--- src/hw/rcl_consts.svh ---
// constants shared by the regulator control logic files
`ifndef RCL_CONSTS_SVH
`define RCL_CONSTS_SVH
// ------------------------------------------------------------
// clock and timing
// ------------------------------------------------------------
`define RCL_CLK_KHZ 40000
`define RCL_CLK_MHZ 40
`define RCL_OC_EVT_MS 10
`define RCL_OC_SD_MS 200
`define RCL_SLEW_BASE_NS 500
// ------------------------------------------------------------
// sizes, steps and encodings
// ------------------------------------------------------------
`define RCL_NUM_CONV 4
`define RCL_NUM_LIN 4
`define RCL_NUM_PIN 3
`define RCL_STEP_STD_MV 10
`define RCL_STEP_WIDE_MV 20
`define RCL_WIDE_CONV 2
`define RCL_CODE_RST 8'h00
`define RCL_MODE_AUTO 2'h0
`define RCL_MODE_PWM 2'h1
`define RCL_MODE_PFM 2'h2
`define RCL_PIN_NONE 2'h0
`endif

--- src/hw/rcl_pkg.sv ---
// types shared by the regulator control logic
package rcl_pkg;
  typedef logic [7:0] rcl_code_t;
  typedef logic [1:0] rcl_mode_t;
  typedef logic [1:0] rcl_pinsel_t;
  typedef logic [12:0] rcl_mv_t;
endpackage

--- src/hw/rcl_ramp_if.sv ---
// carrier between the control core and one converter ramp
`timescale 1ns/1ps
interface rcl_ramp_if;
  import rcl_pkg::*;
  logic tick; // shared slew interval pulse
  logic jump; // load target at once
  rcl_code_t target; // code to reach
  rcl_code_t code; // present ramped code
  logic done; // code equals target
  modport ctrl (output tick, output jump, output target, input code, input done);
  modport ramp (input tick, input jump, input target, output code, output done);
endinterface

--- src/hw/rcl_top.sv ---
// regulator enable, setting select, ramp and over-current control
`timescale 1ns/1ps
`include "rcl_consts.svh"
module rcl_top
  import rcl_pkg::*;
#(
  parameter int OC_EVT_CYC = `RCL_OC_EVT_MS * `RCL_CLK_KHZ,
  parameter int OC_SD_CYC = `RCL_OC_SD_MS * `RCL_CLK_KHZ
) (
  // clock, reset, enable
  input wire logic clk,
  input wire logic sys_rst,
  input wire logic clkEn,
  // power mode
  input wire logic powerActive,
  input wire logic powerSleepMode,
  input wire logic resetMode,
  // serial writes of settings, enables, selects
  input wire logic wrSetValid,
  input wire logic [2:0] wrSetReg,
  input wire logic wrSetWhich,
  input wire rcl_code_t wrSetCode,
  input wire logic wrSetSleep,
  input wire logic wrEnValid,
  input wire logic [2:0] wrEnReg,
  input wire logic wrEnVal,
  input wire logic wrSelValid,
  input wire logic [2:0] wrSelReg,
  input wire logic wrSelVal,
  // sequencer requests
  input wire logic seqEnValid,
  input wire logic [2:0] seqEnReg,
  input wire logic seqEnVal,
  input wire logic seqSelValid,
  input wire logic [2:0] seqSelReg,
  input wire logic seqSelVal,
  // pins and pin configuration
  input wire logic [2:0] gpiPin,
  input wire logic [2:0] gpiActiveHigh,
  input wire logic [15:0] enPinMap,
  input wire logic [15:0] selPinMap,
  input wire logic [7:0] selAuto,
  input wire logic [2:0] pinDriveOut,
  input wire logic [2:0] pinDriveEn,
  input wire logic terminationSensePinEnable,
  input wire logic terminationRefPinEnable,
  // converter configuration and sense
  input wire logic [1:0] slewRate,
  input wire logic converterSoftStart,
  input wire logic converterActiveDischarge,
  input wire logic [7:0] converterCurrentLimit,
  input wire logic [7:0] convModeField,
  input wire logic [3:0] convOverLimit,
  // linear configuration and sense
  input wire logic linAlwaysOn,
  input wire logic overcurrentShutdownEnable,
  input wire logic [3:0] linearPulldownDisable,
  input wire logic [3:0] linLimitCmp,
  input wire logic [3:0] linOverVolt,
  // pin outputs
  output logic [2:0] pinEvent_r,
  output logic [2:0] pinOut_r,
  output logic [2:0] pinOe_r,
  // converter outputs
  output logic [3:0] convPowerOn_r,
  output logic [31:0] convCode_r,
  output logic [51:0] convTargetMv_r,
  output logic [7:0] convOpMode_r,
  output logic [3:0] convSlowStart_r,
  output logic [7:0] convCurrentLimit_r,
  output logic [3:0] convDutyLimit_r,
  output logic voltageRampDoneEvent_r,
  // linear outputs
  output logic [3:0] linEnable_r,
  output logic [31:0] linCode_r,
  output logic [3:0] linSleep_r,
  output logic [3:0] linearLimitStatus_r,
  output logic [3:0] linDischarge_r,
  output logic linearOvercurrentEvent_r
);
  localparam int NREG = `RCL_NUM_CONV + `RCL_NUM_LIN;
  localparam int NSYNC = `RCL_NUM_PIN + 12;
  localparam int OCW = $clog2(OC_SD_CYC + 1);
  localparam logic [OCW-1:0] OC_EVT_M1 = OCW'(OC_EVT_CYC - 1);
  localparam logic [OCW-1:0] OC_SD_M1 = OCW'(OC_SD_CYC - 1);
  localparam logic [OCW-1:0] OC_SD_C = OCW'(OC_SD_CYC);
  // step time is a least time, so round up
  localparam int SLEW_CYC = (`RCL_SLEW_BASE_NS * `RCL_CLK_MHZ + 999) / 1000;

  generate
    if (OC_EVT_CYC < 1 || OC_SD_CYC <= OC_EVT_CYC || SLEW_CYC > 31) begin : g_bad
      $error("rcl_top: over-current or slew counts out of range");
    end
  endgenerate

  // ------------------------------------------------------------
  // synchronisers and pin edges
  // ------------------------------------------------------------
  logic [NSYNC-1:0] syncA_r, syncB_r; // two-stage sync chain
  logic [2:0] pinPrev_r; // last active pin level
  logic [2:0] pinAct, pinRise, pinFall, analogMask;
  logic [3:0] limSyn, ovSyn, convLimSyn;

  always_ff @(posedge clk) begin
    if (sys_rst) begin
      // pins start at their passive level, so no false edge follows reset
      syncA_r <= {{(NSYNC - `RCL_NUM_PIN){1'b0}}, ~gpiActiveHigh};
      syncB_r <= {{(NSYNC - `RCL_NUM_PIN){1'b0}}, ~gpiActiveHigh};
      pinPrev_r <= '0;
    end else if (clkEn) begin
      syncA_r <= {convOverLimit, linOverVolt, linLimitCmp, gpiPin};
      syncB_r <= syncA_r;
      pinPrev_r <= pinAct;
    end
  end

  assign limSyn = syncB_r[6:3];
  assign ovSyn = syncB_r[10:7];
  assign convLimSyn = syncB_r[14:11];
  // analog pins lose sensing, edges and driving
  assign analogMask = {1'b0, terminationRefPinEnable, terminationSensePinEnable};
  assign pinAct = ~(syncB_r[2:0] ^ gpiActiveHigh);
  assign pinRise = pinAct & ~pinPrev_r & ~analogMask;
  assign pinFall = ~pinAct & pinPrev_r & ~analogMask;

  // which pin edge a 2-bit map points at
  function automatic logic pick(input rcl_pinsel_t m, input logic [2:0] v);
    logic r;
    r = 1'b0;
    if (m != `RCL_PIN_NONE) begin
      r = v[m - 2'h1];
    end
    return r;
  endfunction

  // ------------------------------------------------------------
  // enables, selects and stored settings
  // ------------------------------------------------------------
  logic [NREG-1:0] regEn_r, regEn_nxt; // 0..3 converters, 4..7 linears
  logic [NREG-1:0] regSel_r, regSel_nxt; // setting select bits
  rcl_code_t [NREG-1:0][1:0] setCode_r, setCode_nxt; // two codes each
  logic [NREG-1:0][1:0] setSleep_r, setSleep_nxt; // sleep link per setting
  logic [NREG-1:0] ocSdAll, effSel, actSleep;
  rcl_code_t [NREG-1:0] actCode;
  logic [3:0] ocSdHit, ocEvtHit;

  assign ocSdAll = {ocSdHit, 4'h0};

  // later assignments win: pin edge over sequencer, write over all
  always_comb begin
    regEn_nxt = regEn_r;
    regSel_nxt = regSel_r;
    setCode_nxt = setCode_r;
    setSleep_nxt = setSleep_r;
    for (int i = 0; i < NREG; i++) begin
      if (ocSdAll[i]) begin
        regEn_nxt[i] = 1'b0;
      end
      // a pin-owned function ignores the sequencer
      if (seqEnValid && seqEnReg == 3'(i) && enPinMap[2*i +: 2] == `RCL_PIN_NONE) begin
        regEn_nxt[i] = seqEnVal;
      end
      if (pick(enPinMap[2*i +: 2], pinRise)) begin
        regEn_nxt[i] = 1'b1;
      end
      if (pick(enPinMap[2*i +: 2], pinFall)) begin
        regEn_nxt[i] = 1'b0;
      end
      // re-enable after shutdown comes only from these sources
      if (wrEnValid && wrEnReg == 3'(i)) begin
        regEn_nxt[i] = wrEnVal;
      end
      if (seqSelValid && seqSelReg == 3'(i) && selPinMap[2*i +: 2] == `RCL_PIN_NONE) begin
        regSel_nxt[i] = seqSelVal;
      end
      if (pick(selPinMap[2*i +: 2], pinRise)) begin
        regSel_nxt[i] = 1'b1;
      end
      if (pick(selPinMap[2*i +: 2], pinFall)) begin
        regSel_nxt[i] = 1'b0;
      end
      if (wrSelValid && wrSelReg == 3'(i)) begin
        regSel_nxt[i] = wrSelVal;
      end
    end
    // serial setting writes only land in the active mode
    if (wrSetValid && powerActive) begin
      setCode_nxt[wrSetReg][wrSetWhich] = wrSetCode;
      setSleep_nxt[wrSetReg][wrSetWhich] = wrSetSleep;
    end
  end

  // register only
  always_ff @(posedge clk) begin
    if (sys_rst) begin
      regEn_r <= '0;
      regSel_r <= '0;
      setCode_r <= '0;
      setSleep_r <= '0;
    end else if (clkEn) begin
      regEn_r <= regEn_nxt;
      regSel_r <= regSel_nxt;
      setCode_r <= setCode_nxt;
      setSleep_r <= setSleep_nxt;
    end
  end

  // active setting per regulator
  always_comb begin
    for (int i = 0; i < NREG; i++) begin
      effSel[i] = selAuto[i] ? powerSleepMode : regSel_r[i];
      actCode[i] = setCode_r[i][effSel[i]];
      actSleep[i] = setSleep_r[i][effSel[i]];
    end
  end

  // ------------------------------------------------------------
  // over-current timers and slew tick
  // ------------------------------------------------------------
  logic [3:0][OCW-1:0] ocCnt_r, ocCnt_nxt; // asserted-time counters
  logic [7:0] slewCnt_r, slewCnt_nxt; // step interval counter
  logic [7:0] slewIv;
  logic slewTick;

  assign slewIv = 8'(SLEW_CYC) << slewRate;
  assign slewTick = (slewCnt_r >= slewIv - 8'h01);

  always_comb begin
    ocCnt_nxt = ocCnt_r;
    for (int j = 0; j < 4; j++) begin
      ocEvtHit[j] = limSyn[j] && ocCnt_r[j] == OC_EVT_M1;
      ocSdHit[j] = limSyn[j] && ocCnt_r[j] == OC_SD_M1 && overcurrentShutdownEnable;
      if (!limSyn[j]) begin
        ocCnt_nxt[j] = '0;
      end else if (ocCnt_r[j] != OC_SD_C) begin
        ocCnt_nxt[j] = ocCnt_r[j] + OCW'(1);
      end
    end
    slewCnt_nxt = slewTick ? 8'h00 : slewCnt_r + 8'h01;
  end

  // register only
  always_ff @(posedge clk) begin
    if (sys_rst) begin
      ocCnt_r <= '0;
      slewCnt_r <= '0;
    end else if (clkEn) begin
      ocCnt_r <= ocCnt_nxt;
      slewCnt_r <= slewCnt_nxt;
    end
  end

  // ------------------------------------------------------------
  // converter ramps
  // ------------------------------------------------------------
  logic [3:0] convOn, rampDone, convPrev_r;
  logic [31:0] rampCode;
  logic allDonePrev_r; // held high so reset gives no event

  assign convOn = regEn_r[3:0] & {4{~resetMode}};

  genvar g;
  generate
    for (g = 0; g < 4; g++) begin : g_ramp
      rcl_ramp_if rb ();
      // off without discharge drops at once, with it ramps to zero
      assign rb.tick = slewTick;
      assign rb.jump = !convOn[g] && !converterActiveDischarge;
      assign rb.target = convOn[g] ? actCode[g] : `RCL_CODE_RST;
      assign rampCode[8*g +: 8] = rb.code;
      assign rampDone[g] = rb.done;
      rcl_ramp u_ramp (
        .clk(clk),
        .sys_rst(sys_rst),
        .clkEn(clkEn),
        .rp(rb)
      );
    end
  endgenerate

  // ------------------------------------------------------------
  // registered outputs
  // ------------------------------------------------------------
  always_ff @(posedge clk) begin
    if (sys_rst) begin
      pinEvent_r <= '0;
      pinOut_r <= '0;
      pinOe_r <= '0;
      convPowerOn_r <= '0;
      convCode_r <= '0;
      convTargetMv_r <= '0;
      convOpMode_r <= '0;
      convSlowStart_r <= '0;
      convCurrentLimit_r <= '0;
      convDutyLimit_r <= '0;
      convPrev_r <= '0;
      voltageRampDoneEvent_r <= 1'b0;
      allDonePrev_r <= 1'b1;
      linEnable_r <= '0;
      linCode_r <= '0;
      linSleep_r <= '0;
      linearLimitStatus_r <= '0;
      linDischarge_r <= '0;
      linearOvercurrentEvent_r <= 1'b0;
    end else if (clkEn) begin
      pinEvent_r <= pinRise;
      pinOut_r <= pinDriveOut & ~analogMask;
      pinOe_r <= pinDriveEn & ~analogMask;
      convCode_r <= rampCode;
      convCurrentLimit_r <= converterCurrentLimit;
      // limit caps duty only, converter keeps running
      convDutyLimit_r <= convLimSyn & convOn;
      convPrev_r <= convOn;
      allDonePrev_r <= &rampDone;
      voltageRampDoneEvent_r <= (&rampDone) && !allDonePrev_r;
      linearOvercurrentEvent_r <= |ocEvtHit;
      linearLimitStatus_r <= limSyn;
      linDischarge_r <= ovSyn & ~linearPulldownDisable;
      for (int k = 0; k < 4; k++) begin
        convPowerOn_r[k] <= convOn[k] || rampCode[8*k +: 8] != `RCL_CODE_RST;
        convTargetMv_r[13*k +: 13] <= 13'(actCode[k]) * ((k == `RCL_WIDE_CONV) ?
          13'(`RCL_STEP_WIDE_MV) : 13'(`RCL_STEP_STD_MV));
        convOpMode_r[2*k +: 2] <= actSleep[k] ? `RCL_MODE_PFM : convModeField[2*k +: 2];
        if (convOn[k] && !convPrev_r[k]) begin
          convSlowStart_r[k] <= converterSoftStart;
        end
        linEnable_r[k] <= regEn_r[4+k] && (!resetMode || (k == 0 && linAlwaysOn));
        linCode_r[8*k +: 8] <= actCode[4+k];
        linSleep_r[k] <= actSleep[4+k];
      end
    end
  end

  // ------------------------------------------------------------
  // checks
  // ------------------------------------------------------------
  property p_analogMute;
    @(posedge clk) disable iff (sys_rst)
    (clkEn && terminationSensePinEnable) |=> !pinOe_r[0] && !pinEvent_r[0];
  endproperty
  a_analogMute: assert property (p_analogMute) else $error("analog pin still digital");

  property p_writeGate;
    @(posedge clk) disable iff (sys_rst)
    !(clkEn && wrSetValid && powerActive) |=> $stable(setCode_r) && $stable(setSleep_r);
  endproperty
  a_writeGate: assert property (p_writeGate) else $error("setting changed outside write");

  property p_ocEvent;
    @(posedge clk) disable iff (sys_rst)
    linearOvercurrentEvent_r |-> (ocCnt_r[0] == OCW'(OC_EVT_CYC)) ||
      (ocCnt_r[1] == OCW'(OC_EVT_CYC)) || (ocCnt_r[2] == OCW'(OC_EVT_CYC)) ||
      (ocCnt_r[3] == OCW'(OC_EVT_CYC));
  endproperty
  a_ocEvent: assert property (p_ocEvent) else $error("over-current event at wrong time");

  property p_ocRestart;
    @(posedge clk) disable iff (sys_rst)
    (clkEn && !limSyn[0]) |=> ocCnt_r[0] == '0;
  endproperty
  a_ocRestart: assert property (p_ocRestart) else $error("limit timer did not restart");

  property p_ocShut;
    @(posedge clk) disable iff (sys_rst)
    (clkEn && ocSdHit[0] && !(wrEnValid && wrEnReg == 3'h4) && !pinRise[0] && !pinRise[1]
      && !pinRise[2] && !(seqEnValid && seqEnReg == 3'h4)) |=> !regEn_r[4] ##1 !linEnable_r[0];
  endproperty
  a_ocShut: assert property (p_ocShut) else $error("over-current shutdown missed");

  property p_alwaysOn;
    @(posedge clk) disable iff (sys_rst)
    (clkEn && resetMode) |=> !linEnable_r[1] && !linEnable_r[2] && !linEnable_r[3]
      && (linEnable_r[0] == ($past(regEn_r[4]) && $past(linAlwaysOn)));
  endproperty
  a_alwaysOn: assert property (p_alwaysOn) else $error("reset mode enables wrong");

  property p_discharge;
    @(posedge clk) disable iff (sys_rst)
    clkEn |=> linDischarge_r == ($past(ovSyn) & ~$past(linearPulldownDisable));
  endproperty
  a_discharge: assert property (p_discharge) else $error("discharge load wrong");

  property p_sleepForce;
    @(posedge clk) disable iff (sys_rst)
    (clkEn && actSleep[0]) |=> convOpMode_r[1:0] == `RCL_MODE_PFM;
  endproperty
  a_sleepForce: assert property (p_sleepForce) else $error("sleep link not forcing pfm");

  property p_readyEvt;
    @(posedge clk) disable iff (sys_rst)
    voltageRampDoneEvent_r |-> allDonePrev_r && !$past(allDonePrev_r);
  endproperty
  a_readyEvt: assert property (p_readyEvt) else $error("ready event without completion");

  property p_writeWins;
    @(posedge clk) disable iff (sys_rst)
    (clkEn && wrEnValid && wrEnReg == 3'h5) |=> regEn_r[5] == $past(wrEnVal);
  endproperty
  a_writeWins: assert property (p_writeWins) else $error("enable write lost");
endmodule

--- src/hw/rcl_ramp.sv ---
// one converter code ramp, one step per slew tick
`timescale 1ns/1ps
`include "rcl_consts.svh"
module rcl_ramp
  import rcl_pkg::*;
(
  // clock and reset
  input wire logic clk,
  input wire logic sys_rst,
  input wire logic clkEn,
  // control side
  rcl_ramp_if.ramp rp
);
  rcl_code_t code_r; // ramped code
  rcl_code_t code_nxt; // next code

  // ------------------------------------------------------------
  // stepping
  // ------------------------------------------------------------
  // single code steps keep in-rush bounded
  always_comb begin
    code_nxt = code_r;
    if (rp.jump) begin
      code_nxt = rp.target;
    end else if (rp.tick && code_r < rp.target) begin
      code_nxt = code_r + 8'h01;
    end else if (rp.tick && code_r > rp.target) begin
      code_nxt = code_r - 8'h01;
    end
  end

  // register only
  always_ff @(posedge clk) begin
    if (sys_rst) begin
      code_r <= `RCL_CODE_RST;
    end else if (clkEn) begin
      code_r <= code_nxt;
    end
  end

  assign rp.code = code_r;
  assign rp.done = (code_r == rp.target);

  // ------------------------------------------------------------
  // checks
  // ------------------------------------------------------------
  property p_rampStep;
    @(posedge clk) disable iff (sys_rst)
    (clkEn && rp.tick && !rp.jump && code_r != rp.target) |=>
      (code_r == $past(code_r) + 8'h01) || (code_r == $past(code_r) - 8'h01);
  endproperty
  a_rampStep: assert property (p_rampStep) else $error("ramp step not one code");

  property p_rampHold;
    @(posedge clk) disable iff (sys_rst)
    (clkEn && !rp.tick && !rp.jump) |=> $stable(code_r);
  endproperty
  a_rampHold: assert property (p_rampHold) else $error("ramp moved without tick");
endmodule

--- config.mk ---
export PLATFORM = sky130hd
export DESIGN_NAME = rcl_top
export DESIGN_NICKNAME = d
export VERILOG_FILES = /design/src/hw/rcl_pkg.sv /design/src/hw/rcl_ramp_if.sv /design/src/hw/rcl_top.sv /design/src/hw/rcl_ramp.sv
export VERILOG_INCLUDE_DIRS = /design/src /design/src/hw
export SDC_FILE = /design/constraint.sdc
export NUM_CORES = 1
export LEC_CHECK = 0
export BUFFER_PORTS_ARGS = -buffer_cell sky130_fd_sc_hd__buf_4
export CAP_MARGIN = 20
export CORE_ASPECT_RATIO = 0.6
export CORE_UTILIZATION = 53
export DETAILED_ROUTE_END_ITERATION = 8
export PLACE_DENSITY_LB_ADDON = 0.2
export SLEW_MARGIN = 0
export SYNTH_ARGS = -nofsm -noshare
export SYNTH_HDL_FRONTEND = slang
export SYNTH_SLANG_ARGS = --single-unit
--- constraint.sdc ---
create_clock -name clk -period 4.4 [get_ports clk]
set_input_delay 0.44 -clock clk [delete_from_list [all_inputs] [get_ports clk]]
set_output_delay 0.44 -clock clk [all_outputs]
set_load 0.1 [all_outputs]
After elaboration in Yosys (flattened, before gate mapping)
Cells that the tools add are included.
W data, S select, Z words.

cells by class
  $add $sub $neg = 30
  eq/ne operators = 48
  $lt $le $gt $ge = 37
  bitwise operators = 17
  mux-type cells = 247
  multiply operators = 4
  shift-type cells = 1
  reduce and logical (&&, ||, !) cells = 192

operators with widths
  kind                     number
  $mux W8                  34
  $mux W23                 8
  $mux W1                  157
  $bwmux W128              1
  $add A23 B1 Y23 const B  4
  $eq A23 B19 Y1 const B   4
  $eq A23 B23 Y1 const B   4
  $ne A23 B23 Y1 const B   4
  $logic_and A1 B1 Y1      84
  $bmux W1 S2              32
  $reduce_and A2 Y1        29
  $demux W16 S3            1
  $eq A3 B3 Y1 const B     16
  $lt A2 B3 Y1 const B     16
  $reduce_bool A4 Y1       12
  $mul A8 B3 Y11 const B   4
  $add A8 B1 Y8 const B    5
  $sub A8 B1 Y8 const B    5
  $reduce_bool A2 Y1       17
  $eq A8 B8 Y1             4
  $gt A8 B8 Y1             4
  $logic_not A2 Y1         16
  $lt A8 B8 Y1             4
  $reduce_bool A8 Y1       4
  other kinds (31)         107

word-level totals
  flip-flop bits (word level) = 493
  input port bits = 132
  output and inout bits = 171

Longest topological paths before layout
Gate-level depths: netlist of run 1.

  depth in word-level cells = 10
  mapped depth = 16
  depth with buffers taken out = 15

By module
A second synthesis of run 1 with hierarchy kept.

unflattened totals
  cells, all modules = 2951
  area total of the unflattened synthesis = 25888.6 µm²

modules (own cells, without submodules)
  module    area each (µm²)  times used  cells an instance  sequential area each (µm²)
  rcl_top   22180.0          1           2495               9288.9
  rcl_ramp  927.1            4           114                160.2

Worst setup path after synthesis of run 1
Ideal clock, no wire load.

  path kind = input-to-reg
  start point = input powerSleepMode
  end point = register g_ramp[0].u_ramp.code_r[7]
  stages = 15
  arrival time = 4.468 ns
  buffers on the path = 1
  setup slack = -0.142 ns
  cell sequence = clkbuf_1 mux2i_1 mux2_2 nand2_1 ha_1 nor2b_1 o211ai_1 a21oi_1 or3_1 ha_1 or3_1 o211ai_1 nor4_1 or4b_2 a31oi_1

RTL lines
  what                    RTL line        text
  start: declaration      rcl_top.sv:16   input wire logic powerSleepMode,
  end signal: assignment  rcl_ramp.sv:35  code_r <= `RCL_CODE_RST;
  end signal: assignment  rcl_ramp.sv:37  code_r <= code_nxt;
  end: declaration        rcl_ramp.sv:14  rcl_code_t code_r;

==> qor.txt, run 1 <==
Vias per std cell: 5.978
Ys Warns: 0
WHS Path Cells: 3
Port bufs: 294
Clock-pin slew on the worst setup and hold paths: 0.07 ns
Die area: 0.04899 mm^2
Worst slew pin tran: 1.213 ns
Layout area overhead: 18.09%
Final period util: 95.60%
Final setup margin: 0.1934 ns
Synthesized instance count: 2915
CTS tree: done
CP endpoint kind: register
Setup CP Type: reg2reg
Reg-to-Reg End: g_ramp[1].u_ramp.rp.code[7]$_SDFFE_PP0P_
Die Y: 171.8 um
Final Routed Wirelength: 75310 um
Sw Share: 30.15%
Pwr per Cell Area: 366.7 mW/mm^2
Sw Pwr: 3.327 mW
CP delay by family, top: simple AND/OR/NAND/NOR gates
Netlist cell types: 87
Boundary Pins: 303
Crit path buffers/inverters: 1
Data required time of the worst path: 4.89 ns
Max Freq: 0.2377 GHz
Internal power: 7.708 mW
Total of fill cells in the finished design: 3871
Critical path arrival: 4.69 ns
GRT Total Usage: 29.69%
Hold/Removal Path Class: in2reg
RR Startpoint: regSel_r[1]$_SDFFE_PP0P_
Post-layout util: 64.21%
R2r setup slk: 0.19 ns
Max Cap Viol: 0
Share of total power in combinational logic: 18.5%
CTS Hold Bufs: 0
WHS Endpoint: syncA_r[7]$_SDFFE_PP0P_
Max-slew violations: 0
Clock network power share: 38.7%
CP max stage delay: 0.61 ns
Clk Tree Root Cell: clkbuf_16
Antenna diodes: 0
GRT Residual Overflow: 0
PostCTS Resize Cnt: 0
CP startpoint kind: register
Post-route ant nets: 0
Share of cells above drive strength 1: 16.28%
Routed length per instance: 19.54 um
First DRT Iteration DRCs: 2070
Core box area: 0.04686 mm^2
Register area share after synthesis: 38.97%
Slew HR: 17.54%
Register area: 0.009930 mm^2
Unrepaired setup endpoints after global routing: no
Starting Density: 54.37%
Hpwl dp: 54180 um
Clock period minus worst slack: 4.207 ns
Critical-path top delay cell: or4b_2
Most frequent cells in the layout: dfxtp_1 (487), nor2_1 (459), buf_4 (356)
Initial antenna violation count: 3
Clk sinks: 493
Fin nets: 3470
CTS max path bufs: 3
Via count: 23.04k
R2R depth: 16
Synthesized area per cell: 8.741 um^2
Status: complete, no violations
Yosys reg bits: 493
DP Worst Slack: -0.1018 ns
Flop pwr share: 42.8%
First-pass GRT wire length: 117600 um
Syn Std Cell Area: 0.02548 mm^2
Global placer's final weighted congestion: 0.9614
# rows: 61
DRC errors left: 0
Max VDD drop: 0.2907 mV
Multi-input logic area: 0.01459 mm^2
Post-synth EDFFs: 6
Fin. Hold Viols: 0
Placed instance count: 3767
Post-Route Skew: 0.02958 ns
Synth Flop Type: dfxtp_1
Asr flop ratio synth: 0%
CP Max Fanout: 8
Number of post-CTS setup repair buffers: 0
Pre-antenna DRT Iters: 5
Leak: 12.85 nW
Max H-tree Level: 2
Largest net degree at the start of global routing: 118
Non-Filler Instances: 3855
Die width: 285.1 um
Hold Crit Start: linOverVolt[0]
Skew-Pair Late Insertion Delay: 0.59 ns
Cell Chain, Critical Path: mux2i_1 -> buf_4 -> mux2_2 -> nand2_1 -> ha_1 -> nor2b_1 -> o211ai_1 -> a21oi_1 -> or3_1 -> ha_1 -> nand3_1 -> o2111ai_1 -> o211ai_1 -> o31a_1 -> or4b_2 -> a31oi_1
Commonest non-fill, non-tap cell in the layout: dfxtp_1
CTS Buf Count: 47
Final setup fails: 0
Vias in the first global route: 21.70k
[cell families (layout without fill, tap and decap cells)]
group / after synthesis / count (layout) / share of synthesized area (%)
muxes: 301 / 301 / 12.06
DFF: 493 / 493 / 38.97
other: 1 / 8 / 0.01472
and+or+nand+nor: 1083 / 1083 / 20.07
AOI/OAI and AO/OA: 512 / 512 / 13.03
adders and majority gates: 152 / 152 / 7.699
xor gates and xnor gates: 120 / 120 / 4.213
buffers and inverters: 253 / 556 / 3.943
[registers in the layout, summed over array words and instances, names as in the netlist, 4 cells and up]
register and count:
convPowerOn_r 4, convCurrentLimit_r 8, convTargetMv_r 44, slewCnt_r 8, setSleep_r 16, linDischarge_r 4
convDutyLimit_r 4, syncB_r 15, convOpMode_r 8, convSlowStart_r 4, setCode_r 128, linSleep_r 4
regEn_r 8, linearLimitStatus_r 4, g_ramp.u_ramp.rp.code 32, syncA_r 15, convPrev_r 4, linEnable_r 4
ocCnt_r 92, regSel_r 8, convCode_r 32, linCode_r 32
[routing by layer]
| metal | global-route usage, % | part of all wire [%] | wire, um | up-vias |
|---|---|---|---|---|
| met5 | 0 | 0.028 | 21 | - |
| li1 | - | - | - | 10910 |
| met2 | 46.33 | 44 | 33020 | 917 |
| met1 | 42.07 | 46 | 34860 | 11060 |
| met4 | 9.091 | 2.7 | 2050 | 4 |
| met3 | 4.642 | 7.1 | 5351 | 159 |
[cells in the mapped netlist (all sizes together) (23+ instances only)]
master,n,share of area (%)
a211oi,56,1.6
buf,44,0.86
ha,144,7.1
nor3,51,1.0
inv,106,1.6
xor2,63,2.2
mux2i,269,11
nor2b,33,0.81
o211ai,23,0.70
nand4,51,1.3
dfxtp,487,38
xnor2,56,2.0
or3,30,0.74
nor2,465,6.9
nand2,185,2.7
mux2,32,1.4
clkbuf,102,1.5
a21oi,175,3.4
nand3,125,2.5
o21ai,95,1.9
[final cells by class]
class                           count  share of cell area, %
Multi-Input combinational cell   2176                  48.50
Sequential cell                   493                  33.00
Timing Repair Buffer              361                  9.181
Clock buffer                       69                  4.586
Tap cell                          630                  2.620
Inverter                          107                  1.339
Clock inverter                     19                 0.7734
[power by group through the flow]
stage / logic [mW] / clock network (mW) / registers [mW]
after detailed placement: 2.00 / 0 / 4.82
after CTS: 2.00 / 4.32 / 4.72
after floorplan: 1.02 / 0 / 5.17
final: 2.04 / 4.27 / 4.72
after global routing: 2.17 / 4.51 / 4.73
after global placement: 1.94 / 0 / 4.82
[metrics by stage]
stage	setup TNS (ns)	cell area [um^2]	hold slack (ns)	total power [mW]
after floorplan	-0.4079	25510	0.4338	6.188
after global placement	0	28470	0.4458	6.759
after detailed placement	-0.2246	28470	0.4536	6.816
after CTS	0	30080	0.08503	11.04
after global routing	0	30090	0.09746	11.41
final	0	30090	0.1051	11.04
[worst max path at each step]
stage | start | endpoint | slack, ns | depth (start not counted)
2_1_floorplan | powerSleepMode | g_ramp[0].u_ramp.rp.code[7]$_SDFFE_PP0P_ | -0.14 | 15
3_3_place_gp | powerSleepMode | g_ramp[3].u_ramp.rp.code[7]$_SDFFE_PP0P_ | 0.06 | 17
3_5_place_dp | powerSleepMode | g_ramp[3].u_ramp.rp.code[7]$_SDFFE_PP0P_ | -0.10 | 17
4_1_cts | regSel_r[3]$_SDFFE_PP0P_ | g_ramp[3].u_ramp.rp.code[7]$_SDFFE_PP0P_ | 0.14 | 16
5_1_grt | regSel_r[2]$_SDFFE_PP0P_ | g_ramp[2].u_ramp.rp.code[7]$_SDFFE_PP0P_ | 0.006 | 16
6_report | regSel_r[1]$_SDFFE_PP0P_ | g_ramp[1].u_ramp.rp.code[7]$_SDFFE_PP0P_ | 0.19 | 16
[worst min-delay path: stages]
cell     delay, ns
buf_4         0.08
mux2i_1       0.05
nor2_1        0.07
No activity file was read; power rests on OpenSTA's default activity.
==> run 2, diff against run 1 <==
- CORE_UTILIZATION: 53 -> 60
- clock period: 4.4 -> 5.15 ns (I/O delays scaled with it)
==> run 2 against run 1 <==
  * Design area down 1.3%
  * Worst setup slack better by 0.46 ns
  * Via count up 0.14%
  * Largest cell class unchanged
  * Highest routed layer unchanged
==> qor.txt, run 2 (synthesized netlist as in run 1, its figures left out) <==
Largest net degree at the start of global routing: 109 (was 118)
Max reg flops: 128 (unchanged)
Via count: 23.08k (was 23.04k)
Max-slew violations: 0 (unchanged)
Pwr per Cell Area: 317.5 mW/mm^2 (was 366.7 mW/mm^2)
Hpwl dp: 52660 um (was 54180 um)
First DRT Iteration DRCs: 2565 (was 2070)
Max Freq: 0.2223 GHz (was 0.2377 GHz)
Die area: 0.04332 mm^2 (was 0.04899 mm^2)
Status: complete, no violations (unchanged)
Setup CP Type: reg2reg (unchanged)
Final setup TNS: 0 ns (unchanged)
CP startpoint kind: register (unchanged)
Max VDD drop: 0.2220 mV (was 0.2907 mV)
GRT Total Usage: 33.19% (was 29.69%)
Antenna diodes: 0 (unchanged)
Boundary Pins: 303 (unchanged)
Fin nets: 3429 (was 3470)
Global placer's final weighted congestion: 0.9830 (was 0.9614)
Most frequent cells in the layout: dfxtp_1 (487), nor2_1 (459), buf_4 (319) (was dfxtp_1 (487), nor2_1 (459), buf_4 (356))
Commonest non-fill, non-tap cell in the layout: dfxtp_1 (unchanged)
Final Routed Wirelength: 74060 um (was 75310 um)
Top Registers: setCode_r: 128 flops, ocCnt_r: 92 flops, convTargetMv_r: 44 flops (unchanged)
Post-Route Skew: 0.02662 ns (was 0.02958 ns)
Leak: 12.65 nW (was 12.85 nW)
Routed length per instance: 19.75 um (was 19.54 um)
Clock-pin slew on the worst setup and hold paths: 0.07 ns (about the same)
CTS Buf Count: 46 (was 47)
GRT Residual Overflow: 0 (unchanged)
CP endpoint kind: register (unchanged)
Final period util: 87.34% (was 95.60%)
Top reg by flops: setCode_r (unchanged)
PostCTS Resize Cnt: 0 (unchanged)
Min Hold Slack: 0.1657 ns (was 0.1051 ns)
DRC errors left: 0 (unchanged)
Clk Tree Root Cell: clkbuf_16 (unchanged)
Skew-Pair Late Insertion Delay: 0.59 ns (about the same)
Max H-tree Level: 2 (unchanged)
Total of fill cells in the finished design: 3180 (was 3871)
CP Max Fanout: 10 (was 8)
Core box area: 0.04187 mm^2 (was 0.04686 mm^2)
Hold/Removal Path Class: in2reg (unchanged)
CTS tree: done (unchanged)
Starting Density: 60.85% (was 54.37%)
Hold Crit Start: converterCurrentLimit[1] (was linOverVolt[0])
# rows: 58 (was 61)
Worst slew pin tran: 1.181 ns (was 1.213 ns)
Number of post-CTS setup repair buffers: 0 (unchanged)
CTS max path bufs: 3 (unchanged)
Clk sinks: 493 (unchanged)
Origin of the worst setup path: regSel_r[3]$_SDFFE_PP0P_ (was regSel_r[1]$_SDFFE_PP0P_)
Vias per std cell: 6.154 (was 5.978)
Multi-input logic area: 0.01459 mm^2 (about the same)
Die Y: 161.6 um (was 171.8 um)
Max Cap Viol: 0 (unchanged)
RR Startpoint: regSel_r[3]$_SDFFE_PP0P_ (was regSel_r[1]$_SDFFE_PP0P_)
Critical path arrival: 4.99 ns (was 4.69 ns)
Layout area overhead: 16.52% (was 18.09%)
Vias in the first global route: 21.78k (was 21.70k)
Post-route ant nets: 0 (unchanged)
Port bufs: 294 (unchanged)
Share of cells above drive strength 1: 15.13% (was 16.28%)
Slew HR: 19.71% (was 17.54%)
Fin. Hold Viols: 0 (unchanged)
Clock period minus worst slack: 4.498 ns (was 4.207 ns)
Pre-antenna DRT Iters: 6 (was 5)
Data required time of the worst path: 5.64 ns (was 4.89 ns)
Initial antenna violation count: 2 (was 3)
Register area: 0.009930 mm^2 (unchanged)
Die width: 268.0 um (was 285.1 um)
Unrepaired setup endpoints after global routing: no (unchanged)
CTS Hold Bufs: 0 (unchanged)
Final setup fails: 0 (unchanged)
First-pass GRT wire length: 115600 um (was 117600 um)
-- run 2: worst max-delay path, stage by stage (launching register included) --
cell and delay (ns):
dfxtp_1 0.36, mux2i_2 0.17, buf_4 0.25, mux2_2 0.40, nand2_1 0.07, ha_1 0.24
nor2b_1 0.15, o211ai_1 0.15, a21oi_1 0.15, or3_1 0.53, ha_1 0.43, nand3_1 0.15
o2111ai_1 0.22, o211ai_1 0.16, o31a_1 0.15, or4b_2 0.62, a31oi_1 0.19
-- run 2: per-layer routing --
layer  routed length (um)  up-vias  GRT usage [%]
li1                     -    10830              -
met1                32480    10990          46.18
met2                33460     1107          52.57
met3                 6523      146          5.961
met4                 1586        2          9.299
met5                   13        -              0
-- run 2: path summary, 6_finish.rpt --
kind	endpoint	slack [ns]	cells after the start
hold / removal	convCurrentLimit_r[1]$_SDFFE_PP0P_	0.17	3
setup / recovery	g_ramp[3].u_ramp.rp.code[7]$_SDFFE_PP0P_	0.65	16
setup reg to reg	g_ramp[3].u_ramp.rp.code[7]$_SDFFE_PP0P_	0.65	16
hold reg to reg	setCode_r[95]$_SDFFE_PP0P_	0.46	2
-- run 2: metrics by stage --
step / utilization (%) / cells / instance area [um^2] / power (mW) / setup WS, ns
floorplan: - / 2922 / 25510 / 5.287 / 0.5330
global placement: 66.99 / 3666 / 28050 / 5.700 / 0.6469
detailed placement: 66.99 / 3666 / 28050 / 5.756 / 0.5084
CTS: 70.89 / 3749 / 29680 / 9.422 / 0.7890
global route: 70.90 / 3750 / 29690 / 9.743 / 0.5390
finish: 70.90 / 3750 / 29690 / 9.427 / 0.6519
-- run 2: layout make-up --
type | instances | share of cell area, %
Tap cell | 570 | 2.402
Clock inverter | 19 | 0.9693
Multi-Input combinational cell | 2176 | 49.14
Clock buffer | 64 | 4.522
Inverter | 107 | 1.357
Sequential cell | 493 | 33.44
Timing Repair Buffer | 321 | 8.167
-- run 2: where the power goes --
part | switching, mW | internal [mW] | leakage [nW] | total, mW
sequential | 0.112 | 3.93 | 4.01 | 4.04
combinational | 1.14 | 0.537 | 7.85 | 1.68
clock | 1.53 | 2.18 | 0.798 | 3.71
total | 2.79 | 6.64 | 12.7 | 9.43
